## src/common/osc_ctrl_pkg.sv

```systemverilog
// Constants and types for the oscillator pin mode and run control block.
// Assumes a 100 MHz hclk and an AHB-Lite bus with 32-bit data.
package osc_ctrl_pkg;
    // Register byte offsets
    localparam logic [3:0] PIN_MODE_OFS = 4'h0;
    localparam logic [3:0] RUN_CTL_OFS  = 4'h4;
    localparam logic [3:0] CLK_SEL_OFS  = 4'h8;
    localparam int         ADDR_W       = 4;

    // Pin mode register fields
    localparam int MAIN_EXT_BIT   = 7;
    localparam int MAIN_PIN_BIT   = 6;
    localparam int SUB_EXT_BIT    = 5;
    localparam int SUB_PIN_BIT    = 4;
    localparam int DRIVE_HI_BIT   = 2;
    localparam int DRIVE_LO_BIT   = 1;
    localparam int FREQ_RANGE_BIT = 0;
    localparam logic [1:0] DRIVE_BAD = 2'h3;

    // Run control register fields
    localparam int MAIN_STOP_BIT = 7;
    localparam int SUB_STOP_BIT  = 6;
    localparam int IFO_STOP_BIT  = 0;
    localparam logic [7:0] RUN_CTL_MASK = 8'hc1;

    // System clock select register fields
    localparam int CPU_STS_BIT  = 7;
    localparam int CPU_SEL_BIT  = 6;
    localparam int MAIN_STS_BIT = 5;
    localparam int MAIN_SEL_BIT = 4;

    // Reset values
    localparam logic [7:0] PIN_MODE_RST = 8'h00;
    localparam logic [7:0] RUN_CTL_RST  = 8'hc0;

    // Synchroniser inputs: bit 0 main clock ready, bit 1 sub clock ready
    localparam int SYNC_W = 2;

    // Power state of the processor clock
    typedef enum logic [1:0] {
        PWR_RUN  = 2'b00,
        PWR_HALT = 2'b01,
        PWR_STOP = 2'b10
    } pwr_e;

    // Clock enables handed to the oscillator pads and clock tree
    typedef struct packed {
        logic       main_osc_en;
        logic       main_ext_en;
        logic       sub_osc_en;
        logic       sub_ext_en;
        logic [1:0] sub_drive;
        logic       main_freq_hi;
        logic       ifo_en;
        logic       cpu_src_sub;
        logic       main_src_hs;
        logic       cpu_clk_run;
    } clk_ctl_s;

    // Whole state of the control block
    typedef struct packed {
        logic [7:0]        pin_mode;
        logic [7:0]        run_ctl;
        logic              cpu_sel;
        logic              cpu_sts;
        logic              main_sel;
        logic              main_sts;
        pwr_e              pwr;
        logic              wr_pend;
        logic              rd_pend;
        logic [ADDR_W-1:0] addr;
        logic              ready;
        logic [31:0]       rdata;
        clk_ctl_s          ctl;
    } osc_st_s;
endpackage : osc_ctrl_pkg

```

## src/design/in_sync3.sv

```systemverilog
// Three-stage synchroniser for levels arriving from outside hclk.
// Assumes inputs change slowly compared with hclk.
`timescale 1ns/1ps
module in_sync3 #(
    parameter int W = 2
) (
    // Clock and reset
    input  wire logic         hclk,
    input  wire logic         hresetn,
    // Levels
    input  wire logic [W-1:0] d,
    output logic      [W-1:0] q
);
    typedef struct packed {
        logic [W-1:0] s1;
        logic [W-1:0] s2;
        logic [W-1:0] s3;
        logic [W-1:0] q;
    } sync_st_s;

    sync_st_s st_r;
    sync_st_s st_nxt;
    logic [W-1:0] q_nxt;

    // A change counts only once stages two and three agree
    for (genvar i = 0; i < W; i++) begin : g_bit
        assign q_nxt[i] = (st_r.s2[i] == st_r.s3[i]) ? st_r.s3[i] : st_r.q[i];
    end

    // Next state of the chain
    always_comb begin
        st_nxt    = st_r;
        st_nxt.s1 = d;
        st_nxt.s2 = st_r.s1;
        st_nxt.s3 = st_r.s2;
        st_nxt.q  = q_nxt;
    end

    // State register
    always_ff @(posedge hclk or negedge hresetn) begin
        if (!hresetn) begin
            st_r <= '0;
        end else begin
            st_r <= st_nxt;
        end
    end

    assign q = st_r.q;
endmodule : in_sync3

```

## src/design/osc_ctrl.sv

```systemverilog
// Oscillator pin mode, oscillator run control and processor clock source
// selection, reached over AHB-Lite. Assumes oscillator ready levels come
// from the analogue pads and standby requests from the core on hclk.
//
// Contract
// - Pin mode bits 7:6: 01 resonator, 11 external clock, else input ports.
// - Pin mode bits 5:4: 01 crystal, 11 external clock, else input ports.
// - Bits 2:1 drive mode 00 low power, 01 normal, 10 ultra low; 11 banned.
// - Bit 0 picks main frequency range: 0 is 1-10 MHz, 1 above 10 MHz.
// - Run control stop bits 7, 6, 0; bits 5:1 read as zero.
// - Halt or stop standby stops the processor clock until a wake event.
// - Stop bit 7 lets the main oscillator or external clock run; 1 stops it.
// - Select bit 6 picks main or sub clock; status bit 7 shows the source.
// - Select bit 4 picks internal or high speed main; status bit 5 shows it.
`timescale 1ns/1ps
module osc_ctrl (
    // Clock and reset
    input  wire logic        hclk,
    input  wire logic        hresetn,
    // AHB-Lite slave
    input  wire logic        hsel,
    input  wire logic [31:0] haddr,
    input  wire logic [1:0]  htrans,
    input  wire logic        hwrite,
    input  wire logic [2:0]  hsize,
    input  wire logic [31:0] hwdata,
    input  wire logic        hready,
    output logic      [31:0] hrdata,
    output logic             hreadyout,
    output logic             hresp,
    // Oscillator ready levels from the pads
    input  wire logic        main_clk_ready,
    input  wire logic        sub_clk_ready,
    // Standby requests and wake from the core
    input  wire logic        halt_req,
    input  wire logic        stop_req,
    input  wire logic        wake_evt,
    // Clock controls
    output osc_ctrl_pkg::clk_ctl_s clk_ctl
);
    osc_ctrl_pkg::osc_st_s st_r;
    osc_ctrl_pkg::osc_st_s st_nxt;
    logic [osc_ctrl_pkg::SYNC_W-1:0] ready_sync;
    logic                            main_rdy;
    logic                            sub_rdy;
    logic                            ifo_rdy;
    logic                            accept;

    // Ready levels are asynchronous to hclk
    in_sync3 #(
        .W (osc_ctrl_pkg::SYNC_W)
    ) u_sync (
        .hclk    (hclk),
        .hresetn (hresetn),
        .d       ({sub_clk_ready, main_clk_ready}),
        .q       (ready_sync)
    );

    assign main_rdy = ready_sync[0];
    assign sub_rdy  = ready_sync[1];
    // Internal oscillator is taken as usable as soon as it runs
    assign ifo_rdy  = !st_r.run_ctl[osc_ctrl_pkg::IFO_STOP_BIT];
    assign accept   = hsel && hready && htrans[1];

    // Register decode, clock switching and standby control
    always_comb begin
        logic [7:0] wb;
        logic [1:0] drv;
        logic [1:0] mpin;
        logic [1:0] spin;
        logic       frozen;
        wb     = hwdata[7:0];
        drv    = 2'h0;
        mpin   = 2'h0;
        spin   = 2'h0;
        frozen = 1'b0;
        st_nxt = st_r;

        // Reads take one wait state so a preceding write is always seen
        st_nxt.ready = 1'b1;
        st_nxt.rd_pend = 1'b0;
        st_nxt.wr_pend = 1'b0;
        if (st_r.rd_pend) begin
            st_nxt.rdata = 32'h0000_0000;
            case (st_r.addr)
                osc_ctrl_pkg::PIN_MODE_OFS: st_nxt.rdata[7:0] = st_r.pin_mode;
                osc_ctrl_pkg::RUN_CTL_OFS: begin
                    st_nxt.rdata[7:0] = st_r.run_ctl & osc_ctrl_pkg::RUN_CTL_MASK;
                end
                osc_ctrl_pkg::CLK_SEL_OFS: begin
                    st_nxt.rdata[osc_ctrl_pkg::CPU_STS_BIT]  = st_r.cpu_sts;
                    st_nxt.rdata[osc_ctrl_pkg::CPU_SEL_BIT]  = st_r.cpu_sel;
                    st_nxt.rdata[osc_ctrl_pkg::MAIN_STS_BIT] = st_r.main_sts;
                    st_nxt.rdata[osc_ctrl_pkg::MAIN_SEL_BIT] = st_r.main_sel;
                end
                default: st_nxt.rdata = 32'h0000_0000;
            endcase
        end

        // Data phase of a write
        if (st_r.wr_pend) begin
            case (st_r.addr)
                osc_ctrl_pkg::PIN_MODE_OFS: begin
                    st_nxt.pin_mode = wb & 8'hf7;
                    // The banned drive code is refused; the old drive bits stay
                    if (wb[osc_ctrl_pkg::DRIVE_HI_BIT -: 2] == osc_ctrl_pkg::DRIVE_BAD) begin
                        st_nxt.pin_mode[osc_ctrl_pkg::DRIVE_HI_BIT -: 2] =
                            st_r.pin_mode[osc_ctrl_pkg::DRIVE_HI_BIT -: 2];
                    end
                end
                osc_ctrl_pkg::RUN_CTL_OFS: begin
                    st_nxt.run_ctl = wb & osc_ctrl_pkg::RUN_CTL_MASK;
                end
                osc_ctrl_pkg::CLK_SEL_OFS: begin
                    st_nxt.cpu_sel  = wb[osc_ctrl_pkg::CPU_SEL_BIT];
                    st_nxt.main_sel = wb[osc_ctrl_pkg::MAIN_SEL_BIT];
                end
                default: st_nxt.pin_mode = st_r.pin_mode;
            endcase
        end

        // Address phase
        if (accept) begin
            st_nxt.addr    = haddr[osc_ctrl_pkg::ADDR_W-1:0];
            st_nxt.wr_pend = hwrite;
            st_nxt.rd_pend = !hwrite;
            st_nxt.ready   = hwrite;
        end

        // Status follows a selection only once the target clock is ready
        if (st_r.main_sel && main_rdy) begin
            st_nxt.main_sts = 1'b1;
        end else if (!st_r.main_sel && ifo_rdy) begin
            st_nxt.main_sts = 1'b0;
        end
        if (st_r.cpu_sel && sub_rdy) begin
            st_nxt.cpu_sts = 1'b1;
        end else if (!st_r.cpu_sel && (st_r.main_sts ? main_rdy : ifo_rdy)) begin
            st_nxt.cpu_sts = 1'b0;
        end

        // Standby: in run a request wins over wake in the same cycle; halt and stop leave only on wake
        case (st_r.pwr)
            osc_ctrl_pkg::PWR_RUN: begin
                if (stop_req) begin
                    st_nxt.pwr = osc_ctrl_pkg::PWR_STOP;
                end else if (halt_req) begin
                    st_nxt.pwr = osc_ctrl_pkg::PWR_HALT;
                end
            end
            osc_ctrl_pkg::PWR_HALT,
            osc_ctrl_pkg::PWR_STOP: begin
                if (wake_evt) begin
                    st_nxt.pwr = osc_ctrl_pkg::PWR_RUN;
                end
            end
            default: st_nxt.pwr = osc_ctrl_pkg::PWR_RUN;
        endcase

        // Pad controls; stop standby also halts every oscillator
        drv    = st_r.pin_mode[osc_ctrl_pkg::DRIVE_HI_BIT -: 2];
        mpin   = st_r.pin_mode[osc_ctrl_pkg::MAIN_EXT_BIT -: 2];
        spin   = st_r.pin_mode[osc_ctrl_pkg::SUB_EXT_BIT -: 2];
        frozen = (st_r.pwr == osc_ctrl_pkg::PWR_STOP);
        st_nxt.ctl.main_osc_en = (mpin == 2'h1) && !frozen &&
                                 !st_r.run_ctl[osc_ctrl_pkg::MAIN_STOP_BIT];
        st_nxt.ctl.main_ext_en = (mpin == 2'h3) && !frozen &&
                                 !st_r.run_ctl[osc_ctrl_pkg::MAIN_STOP_BIT];
        st_nxt.ctl.sub_osc_en  = (spin == 2'h1) && !frozen &&
                                 !st_r.run_ctl[osc_ctrl_pkg::SUB_STOP_BIT];
        st_nxt.ctl.sub_ext_en  = (spin == 2'h3) && !frozen &&
                                 !st_r.run_ctl[osc_ctrl_pkg::SUB_STOP_BIT];
        st_nxt.ctl.sub_drive   = drv;
        st_nxt.ctl.main_freq_hi = st_r.pin_mode[osc_ctrl_pkg::FREQ_RANGE_BIT];
        st_nxt.ctl.ifo_en      = ifo_rdy && !frozen;
        st_nxt.ctl.cpu_src_sub = st_r.cpu_sts;
        st_nxt.ctl.main_src_hs = st_r.main_sts;
        st_nxt.ctl.cpu_clk_run = (st_nxt.pwr == osc_ctrl_pkg::PWR_RUN);
    end

    // State register
    always_ff @(posedge hclk or negedge hresetn) begin
        if (!hresetn) begin
            st_r          <= '0;
            st_r.pin_mode <= osc_ctrl_pkg::PIN_MODE_RST;
            st_r.run_ctl  <= osc_ctrl_pkg::RUN_CTL_RST;
            st_r.pwr      <= osc_ctrl_pkg::PWR_RUN;
            st_r.ready    <= 1'b1;
            st_r.ctl.cpu_clk_run <= 1'b1;
        end else begin
            st_r <= st_nxt;
        end
    end

    // Outputs straight from the state register; response is always OKAY
    assign hrdata    = st_r.rdata;
    assign hreadyout = st_r.ready;
    assign hresp     = 1'b0;
    assign clk_ctl   = st_r.ctl;
endmodule : osc_ctrl

```

## config.mk

```make
export PLATFORM = sky130hd
export DESIGN_NAME = osc_ctrl
export DESIGN_NICKNAME = d
export VERILOG_FILES = /design/src/common/osc_ctrl_pkg.sv /design/src/design/in_sync3.sv /design/src/design/osc_ctrl.sv
export SDC_FILE = /design/constraint.sdc
export NUM_CORES = 1
export LEC_CHECK = 0
export BUFFER_PORTS_ARGS = -buffer_cell sky130_fd_sc_hd__buf_4
export CAP_MARGIN = 20
export CORE_UTILIZATION = 44
export DETAILED_ROUTE_END_ITERATION = 16
export GPL_ROUTABILITY_DRIVEN = 0
export GPL_TIMING_DRIVEN = 0
export PLACE_DENSITY_LB_ADDON = 0.05
export SYNTH_ARGS = -nofsm -noshare
export SYNTH_HDL_FRONTEND = slang
export SYNTH_HIERARCHICAL = 1
export SYNTH_SLANG_ARGS = --single-unit
```

## constraint.sdc

```tcl
create_clock -name hclk -period 2.2 [get_ports hclk]
set_input_delay 0 -clock hclk [delete_from_list [all_inputs] [get_ports hclk]]
set_output_delay 0 -clock hclk [all_outputs]
set_load 0.01 [all_outputs]
```

==> results.json, run 1 <==
{
  "final_cell_area_sq_um": 2960,
  "drv_slew": 0,
  "worst_skew_pair.late_latency_ns": 0.29,
  "crit_buf_inv": 0,
  "initial_core_util_pct": 46.7,
  "fin_setup_tns_ns": 0,
  "status": "finished, final reports clean",
  "final_common_cell": "buf_4",
  "postSynthAreaPerCell_sq_um": 12.1,
  "crit_end": "st_r[55]$_DFFE_PN0P_",
  "reg2reg_to": "st_r[55]$_DFFE_PN0P_",
  "drv_cap": 0,
  "drtPass1Iterations": 4,
  "cp_num_cells": 3,
  "dr_total_vias": 1461,
  "total_power_w": 0.00234,
  "synth_top_area_share_pct": 49.7,
  "ys_types": 34,
  "postCtsHoldBufs": 14,
  "leakagePower_nw": 1.52,
  "postCtsSetupBuffers": 0,
  "max_clock_freq_mhz": 594,
  "criticalPathCategory": "flip-flop to flip-flop",
  "critical-path-max-stage-delay_ns": 0.49,
  "finalClockSkew_ns": 0.00431,
  "dr.first_iter.drc_count": 47,
  "synthesis.instances": 188,
  "htree_levels": 2,
  "hp-class": "input pin to flip-flop",
  "path_clk_slew_ns": 0.08,
  "port_buffers": 40,
  "worst_pin_slew_ns": 0.601,
  "crit_start": "st_r[45]$_DFFE_PN0P_",
  "cts_tree": "yes",
  "cts-buffers-inserted": 5,
  "root_buffer": "clkbuf_8",
  "routed_wl_microns": 3590,
  "power_density_nw_per_um2": 788,
  "grt.overflow.total": 0,
  "post_cts_resized": 0,
  "dpl.hpwl_microns": 2640,
  "path_cells": "nor3_1, and3_1, mux2_2",
  "cp_max_fo": 6,
  "ys_ff_latch": 49,
  "worstPathArrival_ns": 1.86,
  "synth-xor-area-share_pct": 0,
  "clockBufferDepth": 2,
  "fillCellCount": 429,
  "grt_max_degree": 50,
  "fin_crit_ns": 1.68,
  "dieWidth_microns": 73.8,
  "antenna_found_initial": 0,
  "start_kind": "flip-flop",
  "synth-compound-area-share_pct": 5.74,
  "ir_worst_vdd_mv": 0.521,
  "drc": 0,
  "vias_per_cell": 4.27,
  "period_share_pct": 76.5,
  "final-setup-viol-count": 0,
  "reg2reg_from": "st_r[45]$_DFFE_PN0P_",
  "r2r_slack_ns": 0.52,
  "slew_headroom_pct": 60.0,
  "netlist_top_cells_area": "dfrtp_1 50%, buf_4 15%, mux2_2 6.5%",
  "synth_simple_gate_area_share_pct": 9.72,
  "layout_common_cells": "86 x buf_4, 45 x dfrtp_1, 26 x conb_1",
  "critPathCaptureType": "flip-flop",
  "grt_first_pass_wirelength_microns": 6000,
  "gr-usage-all-layers_pct": 14.8,
  "synth.cell_area_sq_um": 2270,
  "cp_top_family": "simple AND/OR/NAND/NOR gates",
  "ff2ff_path_depth": 3,
  "cts_sinks": 49,
  "antenna_left": 0,
  "syn_to_final_growth_pct": 30.8,
  "fp.dieArea_sq_um": 5440,
  "synth_fa_ha_area_share_pct": 2.65,
  "coreArea_sq_um": 4850,
  "synth_warnings": 6,
  "crit_slowest_cell": "nor3_1",
  "seq_area_frac_synth_pct": 54.3,
  "cp.required_ns": 2.38,
  "num_rows": 25,
  "synth_top_family_by_area": "buffers and inverters",
  "post-route-util_pct": 61.1,
  "pin_count": 124,
  "fp.dieH_microns": 73.8,
  "n_antenna_cell": 0,
  "placed_area_sq_um": 2740,
  "drive_gt1_share_pct": 44.0,
  "drt-wirelength-per-cell_microns": 10.5,
  "yosysTopAreaCell": "dfrtp_1",
  "rsz0062_at_grt": "false",
  "synth.mux.area_fraction_pct": 9.77,
  "grt_pass1_vias": 1362,
  "finalNetCount": 356,
  "hold_viol_final": 0
}
flip-flops by register name, indices dropped and copies added, names as in the netlist:
name           count
hreadyout          1
clk_ctl           11
st_r              17
u_sync/st_r        2
u_sync/q           2
hrdata             7
u_sync/st_nxt      4
st_nxt             5
routing by layer:
metal	track usage (%)	part of all wire [%]
met1	19.6	48
met2	23.3	45
met3	3.70	5.7
met4	5.77	1.4
met5	0	0
Yosys cell counts:
cell,instances
a211oi_1,1
a21oi_1,2
a221oi_1,1
a2bb2oi_1,1
a31o_2,1
a32oi_1,1
and3_1,1
and3b_1,1
buf_2,1
buf_4,46
clkbuf_1,2
conb_1,1
dfrtp_1,45
dfstp_2,4
ha_1,3
inv_1,11
maj3_2,2
mux2_2,13
mux2_4,5
nand2_1,6
nand2b_1,3
nand3_1,5
nor2_1,6
nor2_8,1
nor2b_1,3
nor3_1,4
nor4_1,1
nor4b_1,2
nor4bb_1,2
o211ai_1,1
o21ai_0,5
o21ba_2,2
o22ai_1,4
or4b_4,1
tightest hold or removal path, stage by stage:
cell and delay (ns):
buf_4 0.08, nor3_1 0.04, o21ba_2 0.18
logic make-up (layout without fill, tap and decap cells):
kind of cell	after synthesis	count (layout)
AO/OA/AOI/OAI	19	19
AND/OR/NAND/NOR	36	36
buffers and inverters	60	122
flip-flops	49	49
other	1	26
adder cells (fa/ha/maj)	5	5
multiplexers	18	18
per-stage QoR:
stage / hold slack (ns) / worst slack, ns / cells
3_3_place_gp: 0.0542 / 0.543 / 320
3_5_place_dp: 0.0501 / 0.541 / 320
2_1_floorplan: -0.296 / 0.637 / 213
5_1_grt: 0.0393 / 0.348 / 342
6_report: 0.0411 / 0.517 / 342
4_1_cts: 0.0291 / 0.524 / 342
power breakdown:
| group | leakage [nW] | switching (W) | internal [W] |
|---|---|---|---|
| registers | 0.623 | 0.000123 | 0.00107 |
| logic | 0.853 | 0.000256 | 0.000394 |
| clock network | 0.0395 | 0.000262 | 0.000226 |
how the worst min path moves through the flow:
stage,from,end,depth (start not counted),slack [ns]
2_1_floorplan,hresetn,clk_ctl[10]$_DFF_PN0_,0,-0.30
5_1_grt,hwdata[1],st_nxt[6]$_DFFE_PN0P_,3,0.04
6_report,hwdata[2],st_nxt[5]$_DFFE_PN0P_,3,0.04
4_1_cts,hwdata[2],st_nxt[5]$_DFFE_PN0P_,3,0.03
3_5_place_dp,hresetn,clk_ctl[1]$_DFF_PN0_,1,0.05
3_3_place_gp,hresetn,u_sync/q[0]$_DFFE_PN0N_,1,0.05
final cells by class:
type	count	area, sq um	area share (%)
Sequential cell	49	1230	41.5
Multi-Input combinational cell	104	729	24.6
Timing Repair Buffer	54	440	14.9
Buffer	49	358	12.1
Tap cell	67	83.8	2.83
Clock buffer	8	80.1	2.70
Inverter	11	41.3	1.39
No activity file was read; power rests on OpenSTA's default activity.
==> run 2, diff against run 1 <==
--- a/config.mk
+++ b/config.mk
@@ -5,9 +5,10 @@
 export SDC_FILE = /design/constraint.sdc
 export NUM_CORES = 1
 export LEC_CHECK = 0
+export ABC_AREA = 1
 export BUFFER_PORTS_ARGS = -buffer_cell sky130_fd_sc_hd__buf_4
 export CAP_MARGIN = 20
-export CORE_UTILIZATION = 44
+export CORE_UTILIZATION = 40
 export DETAILED_ROUTE_END_ITERATION = 16
 export GPL_ROUTABILITY_DRIVEN = 0
 export GPL_TIMING_DRIVEN = 0
==> constraint.sdc (replaced) <==
create_clock -name hclk -period 1.3 [get_ports hclk]
set_input_delay 0 -clock hclk [delete_from_list [all_inputs] [get_ports hclk]]
set_output_delay 0 -clock hclk [all_outputs]
set_load 0.01 [all_outputs]
==> run 2 against run 1 <==
Largest power group unchanged. Combinational power rose by 82%. Highest routed layer unchanged. Final cell count rose by 15%. Clock skew rose by 0.0026 ns.
==> results.json, run 2 <==
{
  "status": "finished, final reports clean",
  "htree_levels": 2,
  "worst_skew_pair.late_latency_ns": 0.30,
  "root_buffer": "clkbuf_8",
  "crit_start": "st_r[51]$_DFF_PN0_",
  "cts-buffers-inserted": 5,
  "grt_util_met2_pct": 22.1,
  "grt_pass1_vias": 1396,
  "critPathCaptureType": "flip-flop",
  "synth.most_common_cell": "buf_4",
  "setup_ws_ns": 0.100,
  "crit_buf_inv": 1,
  "fillCellCount": 522,
  "layout_common_cells": "87 x buf_4, 45 x dfrtp_1, 43 x nand2_1",
  "synth-main-ff-cell": "dfrtp_1",
  "dieWidth_microns": 77.5,
  "ys_ff_latch": 49,
  "synth.cell_area_sq_um": 2280,
  "synth_edf_count": 0,
  "worstPathArrival_ns": 1.40,
  "initial_core_util_pct": 41.4,
  "drv_slew": 0,
  "slew_headroom_pct": 59.6,
  "cts_tree": "yes",
  "met3_usage_pct": 4.24,
  "met1_usage_pct": 16.2,
  "drv_cap": 0,
  "antenna_found_initial": 0,
  "antenna_left": 0,
  "synthesis.instances": 233,
  "hp-start": "halt_req",
  "postSynthAreaPerCell_sq_um": 9.79,
  "syn_to_final_growth_pct": 32.7,
  "dr.first_iter.drc_count": 64,
  "worst_pin_slew_ns": 0.606,
  "clockBufferDepth": 2,
  "coreArea_sq_um": 5510,
  "hp-class": "input pin to flip-flop",
  "drt-wirelength-per-cell_microns": 9.54,
  "busiest_layer": "met2",
  "hold_viol_final": 0,
  "ys_top_cells_by_count": "46 x buf_4, 45 x dfrtp_1, 43 x nand2_1, 19 x inv_1, 17 x o21ai_0",
  "start_kind": "flip-flop",
  "drive_gt1_share_pct": 34.7,
  "cp.required_ns": 1.50,
  "n_antenna_cell": 0,
  "port_buffers": 40,
  "netlist_top_cells_area": "dfrtp_1 49%, buf_4 15%, nand2_1 7.1%",
  "rsz0062_at_grt": "false",
  "reg2reg_from": "st_r[51]$_DFF_PN0_",
  "placed_area_sq_um": 2770,
  "whs_ns": 0.0364,
  "fp.dieH_microns": 77.5,
  "num_rows": 27,
  "drc": 0,
  "finalNetCount": 404,
  "leakagePower_nw": 1.57,
  "ir_worst_vdd_mv": 0.842,
  "fin_crit_ns": 1.20,
  "grt_max_degree": 50,
  "ys_types": 25,
  "gr-usage-all-layers_pct": 13.6,
  "fin_setup_tns_ns": 0,
  "finalClockSkew_ns": 0.00688,
  "period_share_pct": 92.3,
  "criticalPathCategory": "flip-flop to flip-flop",
  "total_power_w": 0.00407,
  "synth_warnings": 6,
  "dpl.hpwl_microns": 2710,
  "top_register": "st_r",
  "grt.overflow.total": 0,
  "synth_top_area_share_pct": 49.3,
  "cts_sinks": 49,
  "grt_first_pass_wirelength_microns": 6130,
  "largest_reg_flops": 17,
  "async_flop_share_pct": 100,
  "power_density_nw_per_um2": 1340,
  "routed_wl_microns": 3770,
  "path_clk_slew_ns": 0.09,
  "max_clock_freq_mhz": 833,
  "drtPass1Iterations": 4,
  "cp_top_family": "flip-flops",
  "dr_total_vias": 1577,
  "cp_max_fo": 4,
  "vias_per_cell": 3.99,
  "final-setup-viol-count": 0,
  "critical-path-max-stage-delay_ns": 0.41,
  "path_cells": "inv_1, ha_1, nand3_1, o21ai_0, and2_1",
  "final_common_cell": "buf_4",
  "crit_slowest_cell": "dfrtp_1",
  "fp.dieArea_sq_um": 6010,
  "dp_slack_ns": 0.0911,
  "final_cell_area_sq_um": 3030,
  "pin_count": 124,
  "seq_area_frac_synth_pct": 53.9,
  "yosysTopAreaCell": "dfrtp_1"
}
==> run 2: cell types whose count changed in the layout (fill, tap and decap cells not counted), moves of 4 or more <==
cell	delta
nand2_1	+37
inv_1	+8
o22ai_1	-4
nand3_1	+9
nor2_4	+5
nor3_1	-4
o21ai_0	+11
mux2_4	-5
mux2_2	-11
a21oi_1	+4
==> run 2: worst paths after layout <==
check / to / slack (ns) / cells after the start
setup / recovery: st_r[50]$_DFF_PN0_ / 0.1 / 5
hold / removal: st_r[51]$_DFF_PN0_ / 0.04 / 4
setup reg to reg: st_r[50]$_DFF_PN0_ / 0.1 / 5
hold reg to reg: u_sync/st_nxt[2]$_DFF_PN0_ / 0.35 / 0
max in group asynchronous: st_r[46]$_DFFE_PN0P_ / 0.64 / 2
min in group asynchronous: clk_ctl[5]$_DFF_PN0_ / 0.25 / 2
==> run 2: where the power goes <==
group	internal (W)	switching (W)	leakage, nW
Clock	0.000381	0.000477	0.0385
Sequential	0.00184	0.000194	0.558
Combinational	0.000637	0.000542	0.974
Total	0.00285	0.00121	1.57
==> run 2: through the flow <==
| stage | instances | utilization, % |
|---|---|---|
| after floorplan | 258 | - |
| after global placement | 370 | 50.2 |
| after detailed placement | 370 | 50.2 |
| after CTS | 394 | 54.7 |
| after global routing | 395 | 55.0 |
| final | 395 | 55.0 |
==> run 2: cell families after synthesis <==
logic type | count (synthesis) | share of synthesized area, %
AND/OR/NAND/NOR | 82 | 17.7
buffers and inverters | 68 | 19.1
flip-flops | 49 | 53.9
AO/OA/AOI/OAI | 28 | 6.47
adder cells (fa/ha/maj) | 3 | 1.64
multiplexers | 2 | 0.987
other | 1 | 0.164
==> run 2: layout make-up <==
type | instances | area, sq um | area share [%]
clock inverter | 1 | 7.51 | 0.248
tap | 72 | 90.1 | 2.98
buffer | 47 | 357 | 11.8
timing repair buffer | 57 | 468 | 15.5
clock buffer | 7 | 76.3 | 2.52
sequential | 49 | 1230 | 40.7
multi-input combinational | 141 | 719 | 23.8
inverter | 21 | 78.8 | 2.60
==> run 2: layer usage <==
metal,vias up,part of all wire [%]
met5,-,0
met4,0,2.2
met3,6,6.1
met2,45,45
met1,683,47
li1,843,-
==> run 2: timing repair <==
| item | 4_1_cts | 5_1_grt |
|---|---|---|
| endpoints found under the hold margin | 67 | 0 |
| setup buffers | 0 | 1 |
| gates resized for setup | 0 | 3 |
| hold buffers | 16 | 0 |
| endpoints found under the setup margin | 0 | 5 |
==> run 2: worst min-delay path, delay by kind of cell <==
| family | cells | cell delay (ns) |
|---|---|---|
| buf+inv | 1 | 0.08 |
| simple gates | 1 | 0.08 |
| compound gates | 2 | 0.14 |
